[src/inc/nvm_pkg.sv]
// Package with register map, field positions and timing for the indirect memory access block
package nvm_pkg;
  // ****************************************************************
  // Register word offsets (byte addresses, one word each)
  // ****************************************************************
  localparam logic [4:0] OFS_CONTROL = 5'h00; // Access control
  localparam logic [4:0] OFS_UNLOCK = 5'h04; // Unlock port, no storage
  localparam logic [4:0] OFS_ADDR_LO = 5'h08; // Address low byte
  localparam logic [4:0] OFS_ADDR_HI = 5'h0c; // Address high nibble
  localparam logic [4:0] OFS_DATA_LO = 5'h10; // Data low byte
  localparam logic [4:0] OFS_DATA_HI = 5'h14; // Data high bits
  localparam logic [4:0] OFS_IRQ_EN = 5'h18; // Peripheral interrupt enables
  localparam logic [4:0] OFS_IRQ_FLAG = 5'h1c; // Peripheral interrupt flags
  // ****************************************************************
  // Control register fields and interrupt flag/enable bit position
  // ****************************************************************
  localparam int BIT_RD = 0; // Read strobe
  localparam int BIT_WR = 1; // Write strobe
  localparam int BIT_WRITE_ENABLE_BIT = 2; // Write enable bit
  localparam int BIT_WRITE_ERROR_FLAG = 3; // Write error flag
  localparam int BIT_SEL = 7; // Memory select, 1 = program
  localparam int BIT_WCF = 7; // Write complete flag / enable position
  // ****************************************************************
  // Unlock key bytes and masks
  // ****************************************************************
  localparam logic [7:0] KEY_FIRST = 8'h55; // First unlock byte
  localparam logic [7:0] KEY_SECOND = 8'haa; // Second unlock byte
  localparam logic [7:0] MASK_ADDR_HI = 8'h0f; // Implemented high address bits
  localparam logic [7:0] MASK_DATA_HI = 8'h3f; // Implemented high data bits
  localparam logic [7:0] RST_BYTE = 8'h00; // Reset value of data registers
  // ****************************************************************
  // Timing
  // ****************************************************************
  localparam int CLK_MHZ = 125; // System clock rate
  localparam int WRITE_TIME_US = 5; // Default erase-and-write time
  localparam int WRITE_CYCLES = WRITE_TIME_US * CLK_MHZ; // Cycles per write
  // Unlock sequencer states
  typedef enum logic [2:0] {
    UNL_IDLE = 3'b001,
    UNL_GOT1 = 3'b010,
    UNL_ARMED = 3'b100
  } unlock_state_t;
endpackage

[src/logic/nvm_indirect_access_ctrl.sv]
// Indirect access controller for data EEPROM and program flash
//
// Implementation choices: the Avalon-MM slave port and the register addresses.
`timescale 1ns/1ps
`default_nettype none
module nvm_indirect_access_ctrl
  import nvm_pkg::*;
#(
  parameter int WRITE_CYC = nvm_pkg::WRITE_CYCLES // Write cycle length in clocks
)(
  input wire logic clk_sys, // System clock
  input wire logic rst_n, // Synchronous reset, active low
  input wire logic abort_reset, // Pulse: external or watchdog reset event
  input wire logic [4:0] avs_address, // Avalon byte address
  input wire logic avs_read, // Avalon read
  input wire logic avs_write, // Avalon write
  input wire logic [31:0] avs_writedata, // Avalon write data
  output logic [31:0] avs_readdata, // Avalon read data
  output logic avs_waitrequest, // Avalon wait
  output logic [7:0] ee_addr, // Data EEPROM address
  input wire logic [7:0] ee_rdata, // Data EEPROM read byte
  output logic ee_we, // Data EEPROM write pulse
  output logic [7:0] ee_wdata, // Data EEPROM write byte
  output logic [11:0] pm_addr, // Program memory word address
  input wire logic [13:0] pm_rdata, // Program memory word
  output logic pm_re, // Program memory read request
  output logic cpu_slot_steal, // Next CPU slot is taken by the read
  output logic irq // Write complete interrupt
);
  import nvm_pkg::*;
  // ****************************************************************
  // State
  // ****************************************************************
  logic [7:0] addr_lo_q; // Address low
  logic [3:0] addr_hi_q; // Address high nibble
  logic [7:0] data_lo_q; // Data low
  logic [5:0] data_hi_q; // Data high
  logic sel_q; // Memory select
  logic write_enable_bit_q; // Write enable bit
  logic wr_q; // Write strobe
  logic rd_q; // Read strobe
  logic write_error_flag_q; // Write error flag
  logic wcf_q; // Write complete flag
  logic wcie_q; // Write complete irq enable
  logic pm_phase_q; // Program read in its stolen slot
  logic [31:0] wcnt_q; // Write timer
  unlock_state_t unl_q; // Unlock sequencer
  // ****************************************************************
  // Bus decode
  // ****************************************************************
  logic req; // Request pending and not answered
  logic wr_hit; // Write taken this cycle
  logic [7:0] wb; // Write byte
  logic set_wr; // Write strobe accepted
  logic set_rd; // Read strobe accepted
  logic wr_done; // Write timer expiry
  assign req = (avs_read || avs_write) && avs_waitrequest;
  assign wr_hit = avs_write && avs_waitrequest;
  assign wb = avs_writedata[7:0];
  // accept strobe only when armed, enabled, data memory, idle
  assign set_wr = wr_hit && avs_address == OFS_CONTROL && wb[BIT_WR] && !wr_q && !rd_q
                  && unl_q == UNL_ARMED && write_enable_bit_q && !wb[BIT_SEL];
  // no read while a write runs
  assign set_rd = wr_hit && avs_address == OFS_CONTROL && wb[BIT_RD] && !wr_q && !rd_q;
  assign wr_done = wr_q && wcnt_q == 32'(WRITE_CYC - 1);
  // Answer one cycle after the request is seen
  always_ff @(posedge clk_sys)
  begin
    if (!rst_n)
      avs_waitrequest <= 1'b1;
    else
      avs_waitrequest <= ~req;
  end
  // Read mux, registered at request time
  always_ff @(posedge clk_sys)
  begin
    if (!rst_n)
      avs_readdata <= 32'h0;
    else if (avs_read && avs_waitrequest)
    begin
      // unimplemented bits and unlock port read zero
      unique case (avs_address)
        OFS_CONTROL: avs_readdata <= {24'h0, sel_q, 3'h0, write_error_flag_q, write_enable_bit_q, wr_q, rd_q};
        OFS_ADDR_LO: avs_readdata <= {24'h0, addr_lo_q};
        OFS_ADDR_HI: avs_readdata <= {28'h0, addr_hi_q};
        OFS_DATA_LO: avs_readdata <= {24'h0, data_lo_q};
        OFS_DATA_HI: avs_readdata <= {26'h0, data_hi_q};
        OFS_IRQ_EN: avs_readdata <= {24'h0, wcie_q, 7'h0};
        OFS_IRQ_FLAG: avs_readdata <= {24'h0, wcf_q, 7'h0};
        default: avs_readdata <= 32'h0;
      endcase
    end
  end
  // ****************************************************************
  // Address registers
  // ****************************************************************
  // Software writes only; kept on aborted write
  always_ff @(posedge clk_sys)
  begin
    if (!rst_n)
    begin
      addr_lo_q <= RST_BYTE;
      addr_hi_q <= 4'h0;
    end
    else if (wr_hit && avs_address == OFS_ADDR_LO)
      addr_lo_q <= wb;
    else if (wr_hit && avs_address == OFS_ADDR_HI)
      addr_hi_q <= wb[3:0] & MASK_ADDR_HI[3:0];
  end
  // ****************************************************************
  // Unlock sequencer
  // ****************************************************************
  // any other bus write breaks the sequence
  always_ff @(posedge clk_sys)
  begin
    if (!rst_n)
      unl_q <= UNL_IDLE;
    else if (wr_hit)
    begin
      if (avs_address == OFS_UNLOCK && wb == KEY_FIRST)
        unl_q <= UNL_GOT1;
      else if (avs_address == OFS_UNLOCK && wb == KEY_SECOND && unl_q == UNL_GOT1)
        unl_q <= UNL_ARMED;
      else
        unl_q <= UNL_IDLE;
    end
  end
  // ****************************************************************
  // Control bits
  // ****************************************************************
  // Select and write enable are plain software bits
  always_ff @(posedge clk_sys)
  begin
    if (!rst_n)
    begin
      sel_q <= 1'b0;
      write_enable_bit_q <= 1'b0;
    end
    else if (wr_hit && avs_address == OFS_CONTROL)
    begin
      sel_q <= wb[BIT_SEL];
      write_enable_bit_q <= wb[BIT_WRITE_ENABLE_BIT];
    end
  end
  // Write strobe and timer
  always_ff @(posedge clk_sys)
  begin
    if (!rst_n)
    begin
      wr_q <= 1'b0;
      wcnt_q <= 32'h0;
    end
    // reset event cuts the write short
    else if (abort_reset)
    begin
      wr_q <= 1'b0;
      wcnt_q <= 32'h0;
    end
    else if (set_wr)
    begin
      wr_q <= 1'b1;
      wcnt_q <= 32'h0;
    end
    // runs to the end regardless of write enable
    else if (wr_q)
    begin
      if (wr_done)
        wr_q <= 1'b0;
      wcnt_q <= wcnt_q + 32'h1;
    end
  end
  // Error flag, software writable, set on abort
  always_ff @(posedge clk_sys)
  begin
    if (!rst_n)
      write_error_flag_q <= 1'b0;
    else if (abort_reset && wr_q)
      write_error_flag_q <= 1'b1;
    else if (wr_hit && avs_address == OFS_CONTROL)
      write_error_flag_q <= wb[BIT_WRITE_ERROR_FLAG];
  end
  // Read strobe: one cycle for data, two for program
  always_ff @(posedge clk_sys)
  begin
    if (!rst_n)
    begin
      rd_q <= 1'b0;
      pm_phase_q <= 1'b0;
    end
    else if (set_rd)
    begin
      rd_q <= 1'b1;
      pm_phase_q <= 1'b0;
    end
    // program read keeps strobe through stolen slot
    else if (rd_q && sel_q && !pm_phase_q)
      pm_phase_q <= 1'b1;
    else
    begin
      rd_q <= 1'b0;
      pm_phase_q <= 1'b0;
    end
  end
  // ****************************************************************
  // Data registers
  // ****************************************************************
  // Low data: read result or software write
  always_ff @(posedge clk_sys)
  begin
    if (!rst_n)
      data_lo_q <= RST_BYTE;
    // data byte captured the cycle after the strobe
    else if (rd_q && !sel_q)
      data_lo_q <= ee_rdata;
    // program low byte after the stolen slot
    else if (rd_q && pm_phase_q)
      data_lo_q <= pm_rdata[7:0];
    else if (wr_hit && avs_address == OFS_DATA_LO)
      data_lo_q <= wb;
  end
  // High data
  always_ff @(posedge clk_sys)
  begin
    if (!rst_n)
      data_hi_q <= 6'h0;
    // upper six bits of the program word
    else if (rd_q && pm_phase_q)
      data_hi_q <= pm_rdata[13:8];
    else if (wr_hit && avs_address == OFS_DATA_HI)
      data_hi_q <= wb[5:0] & MASK_DATA_HI[5:0];
  end
  // ****************************************************************
  // Interrupt flag and enable
  // ****************************************************************
  always_ff @(posedge clk_sys)
  begin
    if (!rst_n)
    begin
      wcf_q <= 1'b0;
      wcie_q <= 1'b0;
    end
    else
    begin
      // completion sets flag, set beats software clear
      if (wr_done && !abort_reset)
        wcf_q <= 1'b1;
      else if (wr_hit && avs_address == OFS_IRQ_FLAG)
        wcf_q <= wb[BIT_WCF];
      if (wr_hit && avs_address == OFS_IRQ_EN)
        wcie_q <= wb[BIT_WCF];
    end
  end
  // ****************************************************************
  // Memory side outputs and interrupt output
  // ****************************************************************
  always_ff @(posedge clk_sys)
  begin
    if (!rst_n)
    begin
      ee_addr <= 8'h0;
      ee_wdata <= 8'h0;
      ee_we <= 1'b0;
      pm_addr <= 12'h0;
      pm_re <= 1'b0;
      cpu_slot_steal <= 1'b0;
      irq <= 1'b0;
    end
    else
    begin
      ee_addr <= addr_lo_q;
      ee_wdata <= data_lo_q;
      ee_we <= set_wr;
      // program address from both address registers
      pm_addr <= {addr_hi_q, addr_lo_q};
      pm_re <= set_rd && wb[BIT_SEL];
      cpu_slot_steal <= rd_q && sel_q && !pm_phase_q;
      irq <= wcf_q && wcie_q;
    end
  end
  // ****************************************************************
  // Assertions
  // ****************************************************************
  a_write_enable_bit_kept: assert property (@(posedge clk_sys) disable iff (!rst_n)
    $fell(write_enable_bit_q) |-> $past(wr_hit && avs_address == OFS_CONTROL))
    else $error("write enable cleared without software");
  a_wr_needs_en: assert property (@(posedge clk_sys) disable iff (!rst_n)
    $rose(wr_q) |-> $past(write_enable_bit_q && unl_q == UNL_ARMED))
    else $error("write started without enable or unlock");
  a_wr_no_prog: assert property (@(posedge clk_sys) disable iff (!rst_n)
    $rose(wr_q) |-> !sel_q)
    else $error("write started with program select");
  a_done_flag: assert property (@(posedge clk_sys) disable iff (!rst_n)
    (wr_done && !abort_reset) |=> !wr_q && wcf_q)
    else $error("completion did not clear strobe and set flag");
  a_data_read: assert property (@(posedge clk_sys) disable iff (!rst_n)
    (set_rd && !wb[BIT_SEL] && !sel_q) ##1 (rd_q && !sel_q) |=> data_lo_q == $past(ee_rdata))
    else $error("data read not captured");
  a_prog_read: assert property (@(posedge clk_sys) disable iff (!rst_n)
    (rd_q && sel_q && !pm_phase_q && !set_rd) |=> rd_q ##1 !rd_q)
    else $error("program read slot wrong");
  a_irq_gate: assert property (@(posedge clk_sys) disable iff (!rst_n)
    irq |-> $past(wcf_q && wcie_q))
    else $error("interrupt without enabled flag");
  a_err_abort: assert property (@(posedge clk_sys) disable iff (!rst_n)
    (abort_reset && wr_q) |=> write_error_flag_q && !wr_q)
    else $error("aborted write not flagged");
  c_write: cover property (@(posedge clk_sys) disable iff (!rst_n) wr_done);
  c_prog: cover property (@(posedge clk_sys) disable iff (!rst_n) pm_phase_q);
  c_abort: cover property (@(posedge clk_sys) disable iff (!rst_n) abort_reset && wr_q);
endmodule
`default_nettype wire

[config.mk]
export PLATFORM = sky130hd
export DESIGN_NAME = nvm_indirect_access_ctrl
export DESIGN_NICKNAME = d
export VERILOG_FILES = /design/src/inc/nvm_pkg.sv /design/src/logic/nvm_indirect_access_ctrl.sv
export SDC_FILE = /design/constraint.sdc
export NUM_CORES = 1
export LEC_CHECK = 0
export ABC_CLOCK_PERIOD_IN_PS = 1800
export BUFFER_PORTS_ARGS = -buffer_cell sky130_fd_sc_hd__buf_2
export CAP_MARGIN = 10
export CORE_MARGIN = 1
export CORE_UTILIZATION = 35
export DETAILED_ROUTE_END_ITERATION = 7
export GPL_TIMING_DRIVEN = 0
export HOLD_SLACK_MARGIN = 0.03
export PLACE_DENSITY_LB_ADDON = 0.2
export SKIP_LAST_GASP = 1
export SLEW_MARGIN = 20
export SYNTH_ARGS = -nofsm -noshare
export SYNTH_HDL_FRONTEND = slang
export SYNTH_SLANG_ARGS = --single-unit
[constraint.sdc]
create_clock -name clk_sys -period 1.8 [get_ports clk_sys]
set_input_delay 0.09 -clock clk_sys [delete_from_list [all_inputs] [get_ports clk_sys]]
set_output_delay 0.09 -clock clk_sys [all_outputs]
set_load 0.01 [all_outputs]
==> results.sh <==
export IMPL_grt_pass1_vias=3949
export IMPL_min_delay_path_depth=3
export IMPL_timing_hold_ws_ns=0.04859
export IMPL_num_nets_final=716
export IMPL_r2r_worst_path_cells=7
export IMPL_timing_critical_path_to_type="flip-flop"
export IMPL_drtIter0Drc=252
export IMPL_max_clock_path_buffers=2
export IMPL_ys_seq_elements=102
export IMPL_run_status="finished clean"
export IMPL_antenna_cells=0
export IMPL_overflow=0
export IMPL_antenna_left=0
export IMPL_design_core_area_mm2=0.01324
export IMPL_post_synth_mux_area_share_pct=4.244
export IMPL_synth_compound_area_share_pct=15.79
export IMPL_critical_path_cell_by_cell="ha_4 -> and4_1 -> buf_6 -> nand4_1 -> buf_6 -> or4_1 -> a21oi_1"
export IMPL_max_slew_margin_rel_pct=61.05
export IMPL_sequential_area_share_after_synthesis_pct=43.02
export IMPL_buffer_ports_inserted=80
export IMPL_synth_cells=530
export IMPL_critical_path_required_ns=2.08
export IMPL_p_leak_uw=0.002386
export IMPL_core_rowCount=42
export IMPL_critical_path_arrival_ns=2.03
export IMPL_synth_largest_type_area_fraction_pct=43.02
export IMPL_clkSinkCount=102
export IMPL_layout_drive_gt1_share_pct=28.40
export IMPL_setup_viol=0
export IMPL_post_synth_num_cell_types=57
export IMPL_floorplan_die_width_um=118.5
export IMPL_ys_async_sr_fraction_pct=0
export IMPL_synthesis_to_finish_area_growth_pct=26.25
export IMPL_dp_hpwl_um=9522
export IMPL_critical_path_startpoint_type="flip-flop"
export IMPL_drc=0
export IMPL_synthTopCellsByArea="dfxtp_1 43%, buf_4 5.2%, mux2i_1 4.0%"
export IMPL_die_area_mm2=0.01403
export IMPL_number_of_flops_mapped_to_enable_cells_by_yosys=0
export IMPL_clk_transition_reported_paths_ns=0.07
export IMPL_routed_wirelength_um=12980
export IMPL_postSynthAreaPerCell_um2=8.957
export IMPL_cap_viol_max_count=0
export IMPL_dominantRegCellSynth="dfxtp_1"
export IMPL_slowest_delay_ns=0.46
export IMPL_timing_hold_worst_class="in2reg"
export IMPL_buffers_inverters_on_critical_path=2
export IMPL_wl_per_cell_um=15.62
export IMPL_max_vdd_ir_drop_mv=0.5360
export IMPL_grt_antenna_before_repair=0
export IMPL_dr_pass1_iters=5
export IMPL_clock_tree_htree_level_count=3
export IMPL_initial_utilization_pct=35.85
export IMPL_total_negative_setup_slack_ns=0
export IMPL_power_per_cell_area_mw_per_mm2=763.1
export IMPL_worst_skew_pair_late_latency_ns=0.35
export IMPL_post_route_min_period_ns=1.753
export IMPL_syn_cell_area_mm2=0.004747
export IMPL_main_combinational_cell_family_by_area_after_synthesis="simple AND/OR/NAND/NOR gates"
export IMPL_gr_usage_all_layers_pct=18.76
export IMPL_synth_area_leader_cell="dfxtp_1"
export IMPL_timing_reg2reg_setup_slack_ns=0.05
export IMPL_layout_worst_path_cycle_share_pct=97.38
export IMPL_cell_repeated_most_along_the_worst_path="buf_6"
export IMPL_global_route_met1_usage_pct=27.85
export IMPL_final_fill_count=1346
export IMPL_slew_violations=0
export IMPL_worst_clock_skew_ns=0.009998
export IMPL_gp_congestion=0.8765
export IMPL_post_synthesis_share_of_cell_area_spent_on_and_or_nand_and_nor_gates_pct=25.33
export IMPL_floorplan_io_pins=129
export IMPL_worst_slew_pin_transition_ns=0.5843
export IMPL_cts_buffers=9
export IMPL_synth_fa_ha_area_share_pct=0.5271
export IMPL_global_route_usage_met3_pct=4.102
export IMPL_crit_path_max_fanout=6
export IMPL_routed_via_density=5.137
export IMPL_slowest_stage="or4_1"
export IMPL_synthesized_area_fraction_occupied_by_xor_and_xnor_cells_pct=2.399
export IMPL_synth_yosys_warnings=0
export IMPL_die_height_um=118.5
export IMPL_total_number_of_vias=4269
export IMPL_grtUsageMet2_pct=26.99
export IMPL_critical_path_cell_count=7
export IMPL_grt_pass1_wl_um=20670
export IMPL_grt_start_max_net_pins=17
export IMPL_cts_tree="done"
export IMPL_fmax_mhz=570.5
export IMPL_clk_root_buffer_cell="clkbuf_16"
export IMPL_finalHoldViolations=0
export IMPL_grt_setup_unrepaired="yes"
export IMPL_ws_path_type="reg2reg"
export IMPL_grt_busiest_layer="met1"
export IMPL_critical_path_top_delay_family="simple AND/OR/NAND/NOR gates"
==> registers in the layout (all words and copies together), names as in the netlist, 3 cells and up <==
register,cells
addr_hi_q,4
addr_lo_q,8
avs_readdata,8
data_hi_q,6
data_lo_q,8
ee_addr,7
ee_wdata,8
pm_addr,5
unl_q,3
wcnt_q,32
==> Yosys cell counts (11+ instances only) <==
| library cell | n |
|---|---|
| a21oi_1 | 29 |
| a22o_1 | 11 |
| and2_1 | 25 |
| buf_4 | 33 |
| clkbuf_1 | 15 |
| dfxtp_1 | 102 |
| inv_1 | 12 |
| mux2i_1 | 19 |
| nand2_1 | 35 |
| nand3_1 | 20 |
| nand4_1 | 11 |
| nor2_1 | 48 |
| o21ai_0 | 15 |
| o31ai_1 | 12 |
| or3_1 | 11 |
| or4_1 | 12 |
==> cells in the final DEF (no fill, tap or decap), types with 10 or more instances in the layout <==
cell type / instances
a21oi_1: 23
a22o_1: 11
and2_1: 25
buf_2: 82
buf_4: 38
clkbuf_1: 11
conb_1: 24
dfxtp_1: 94
inv_1: 12
mux2i_1: 19
nand2_1: 33
nand3_1: 20
nand4_1: 11
nor2_1: 48
o21ai_0: 15
o31ai_1: 12
or3_1: 10
==> worst reg2reg max path: stages (launching register included) <==
cell     delay (ns)
dfxtp_4        0.37
ha_4           0.14
and4_1         0.21
buf_6          0.12
nand4_1        0.09
buf_6          0.16
or4_1          0.46
a21oi_1        0.15
==> repair_timing <==
item / in CTS / in global routing
hold buffers: 1 / 0
setup buffers: 5 / 1
endpoints found under the setup margin: 38 / 52
gates resized for setup: 21 / 40
endpoints found under the hold margin: 1 / 0
pin swaps: 4 / 11
gates cloned: 0 / 1
==> metal layers <==
| metal | vias to the layer above | routed length, um |
|---|---|---|
| met5 | - | 0 |
| met4 | 0 | 159 |
| met3 | 12 | 861 |
| met2 | 152 | 5522 |
| met1 | 1989 | 6438 |
| li1 | 2116 | - |
==> metrics by stage <==
stage          setup WS [ns]  utilization [%]  power [uW]  cells  area, um2
2_1_floorplan        0.07612                -        2521    553       4833
3_3_place_gp         -0.4035            41.18        2644    809       5454
3_5_place_dp         -0.3757            41.18        2646    809       5454
4_1_cts             -0.02630            44.32        4611    830       5869
5_1_grt             -0.03521            45.26        4737    831       5993
6_report             0.04722            45.26        4573    831       5993
==> final timing paths <==
kind                                      start              end
worst max-delay path                  wcnt_q[0]       wcnt_q[26]
worst max register to register        wcnt_q[0]       wcnt_q[26]
worst min-delay path               pm_rdata[10]     data_hi_q[2]
worst min register to register  avs_readdata[5]  avs_readdata[5]
==> cell families after synthesis <==
family | after synthesis
AOI/OAI and AO/OA | 108
adders and majority gates | 2
other | 1
and+or+nand+nor | 212
xor gates and xnor gates | 13
buffers and inverters | 72
DFF | 102
muxes | 20
==> power breakdown <==
part	total, uW	switching, uW	internal (uW)
Sequential	2280	13.7	2260
Combinational	327	195	132
Clock	1970	853	1120
==> cell type report <==
| type | count | area, um2 | share of cell area, % |
|---|---|---|---|
| inverters | 14 | 52.55 | 0.8768 |
| multi-input cells | 380 | 2495 | 41.63 |
| clock buffers | 11 | 242.7 | 4.050 |
| repair buffers | 87 | 462.9 | 7.724 |
| flip-flops and latches | 102 | 2062 | 34.41 |
| clock inverters | 5 | 58.81 | 0.9812 |
| plain buffers | 56 | 399.1 | 6.660 |
| well taps | 176 | 220.2 | 3.674 |
Power figures use the tool's default switching activity.
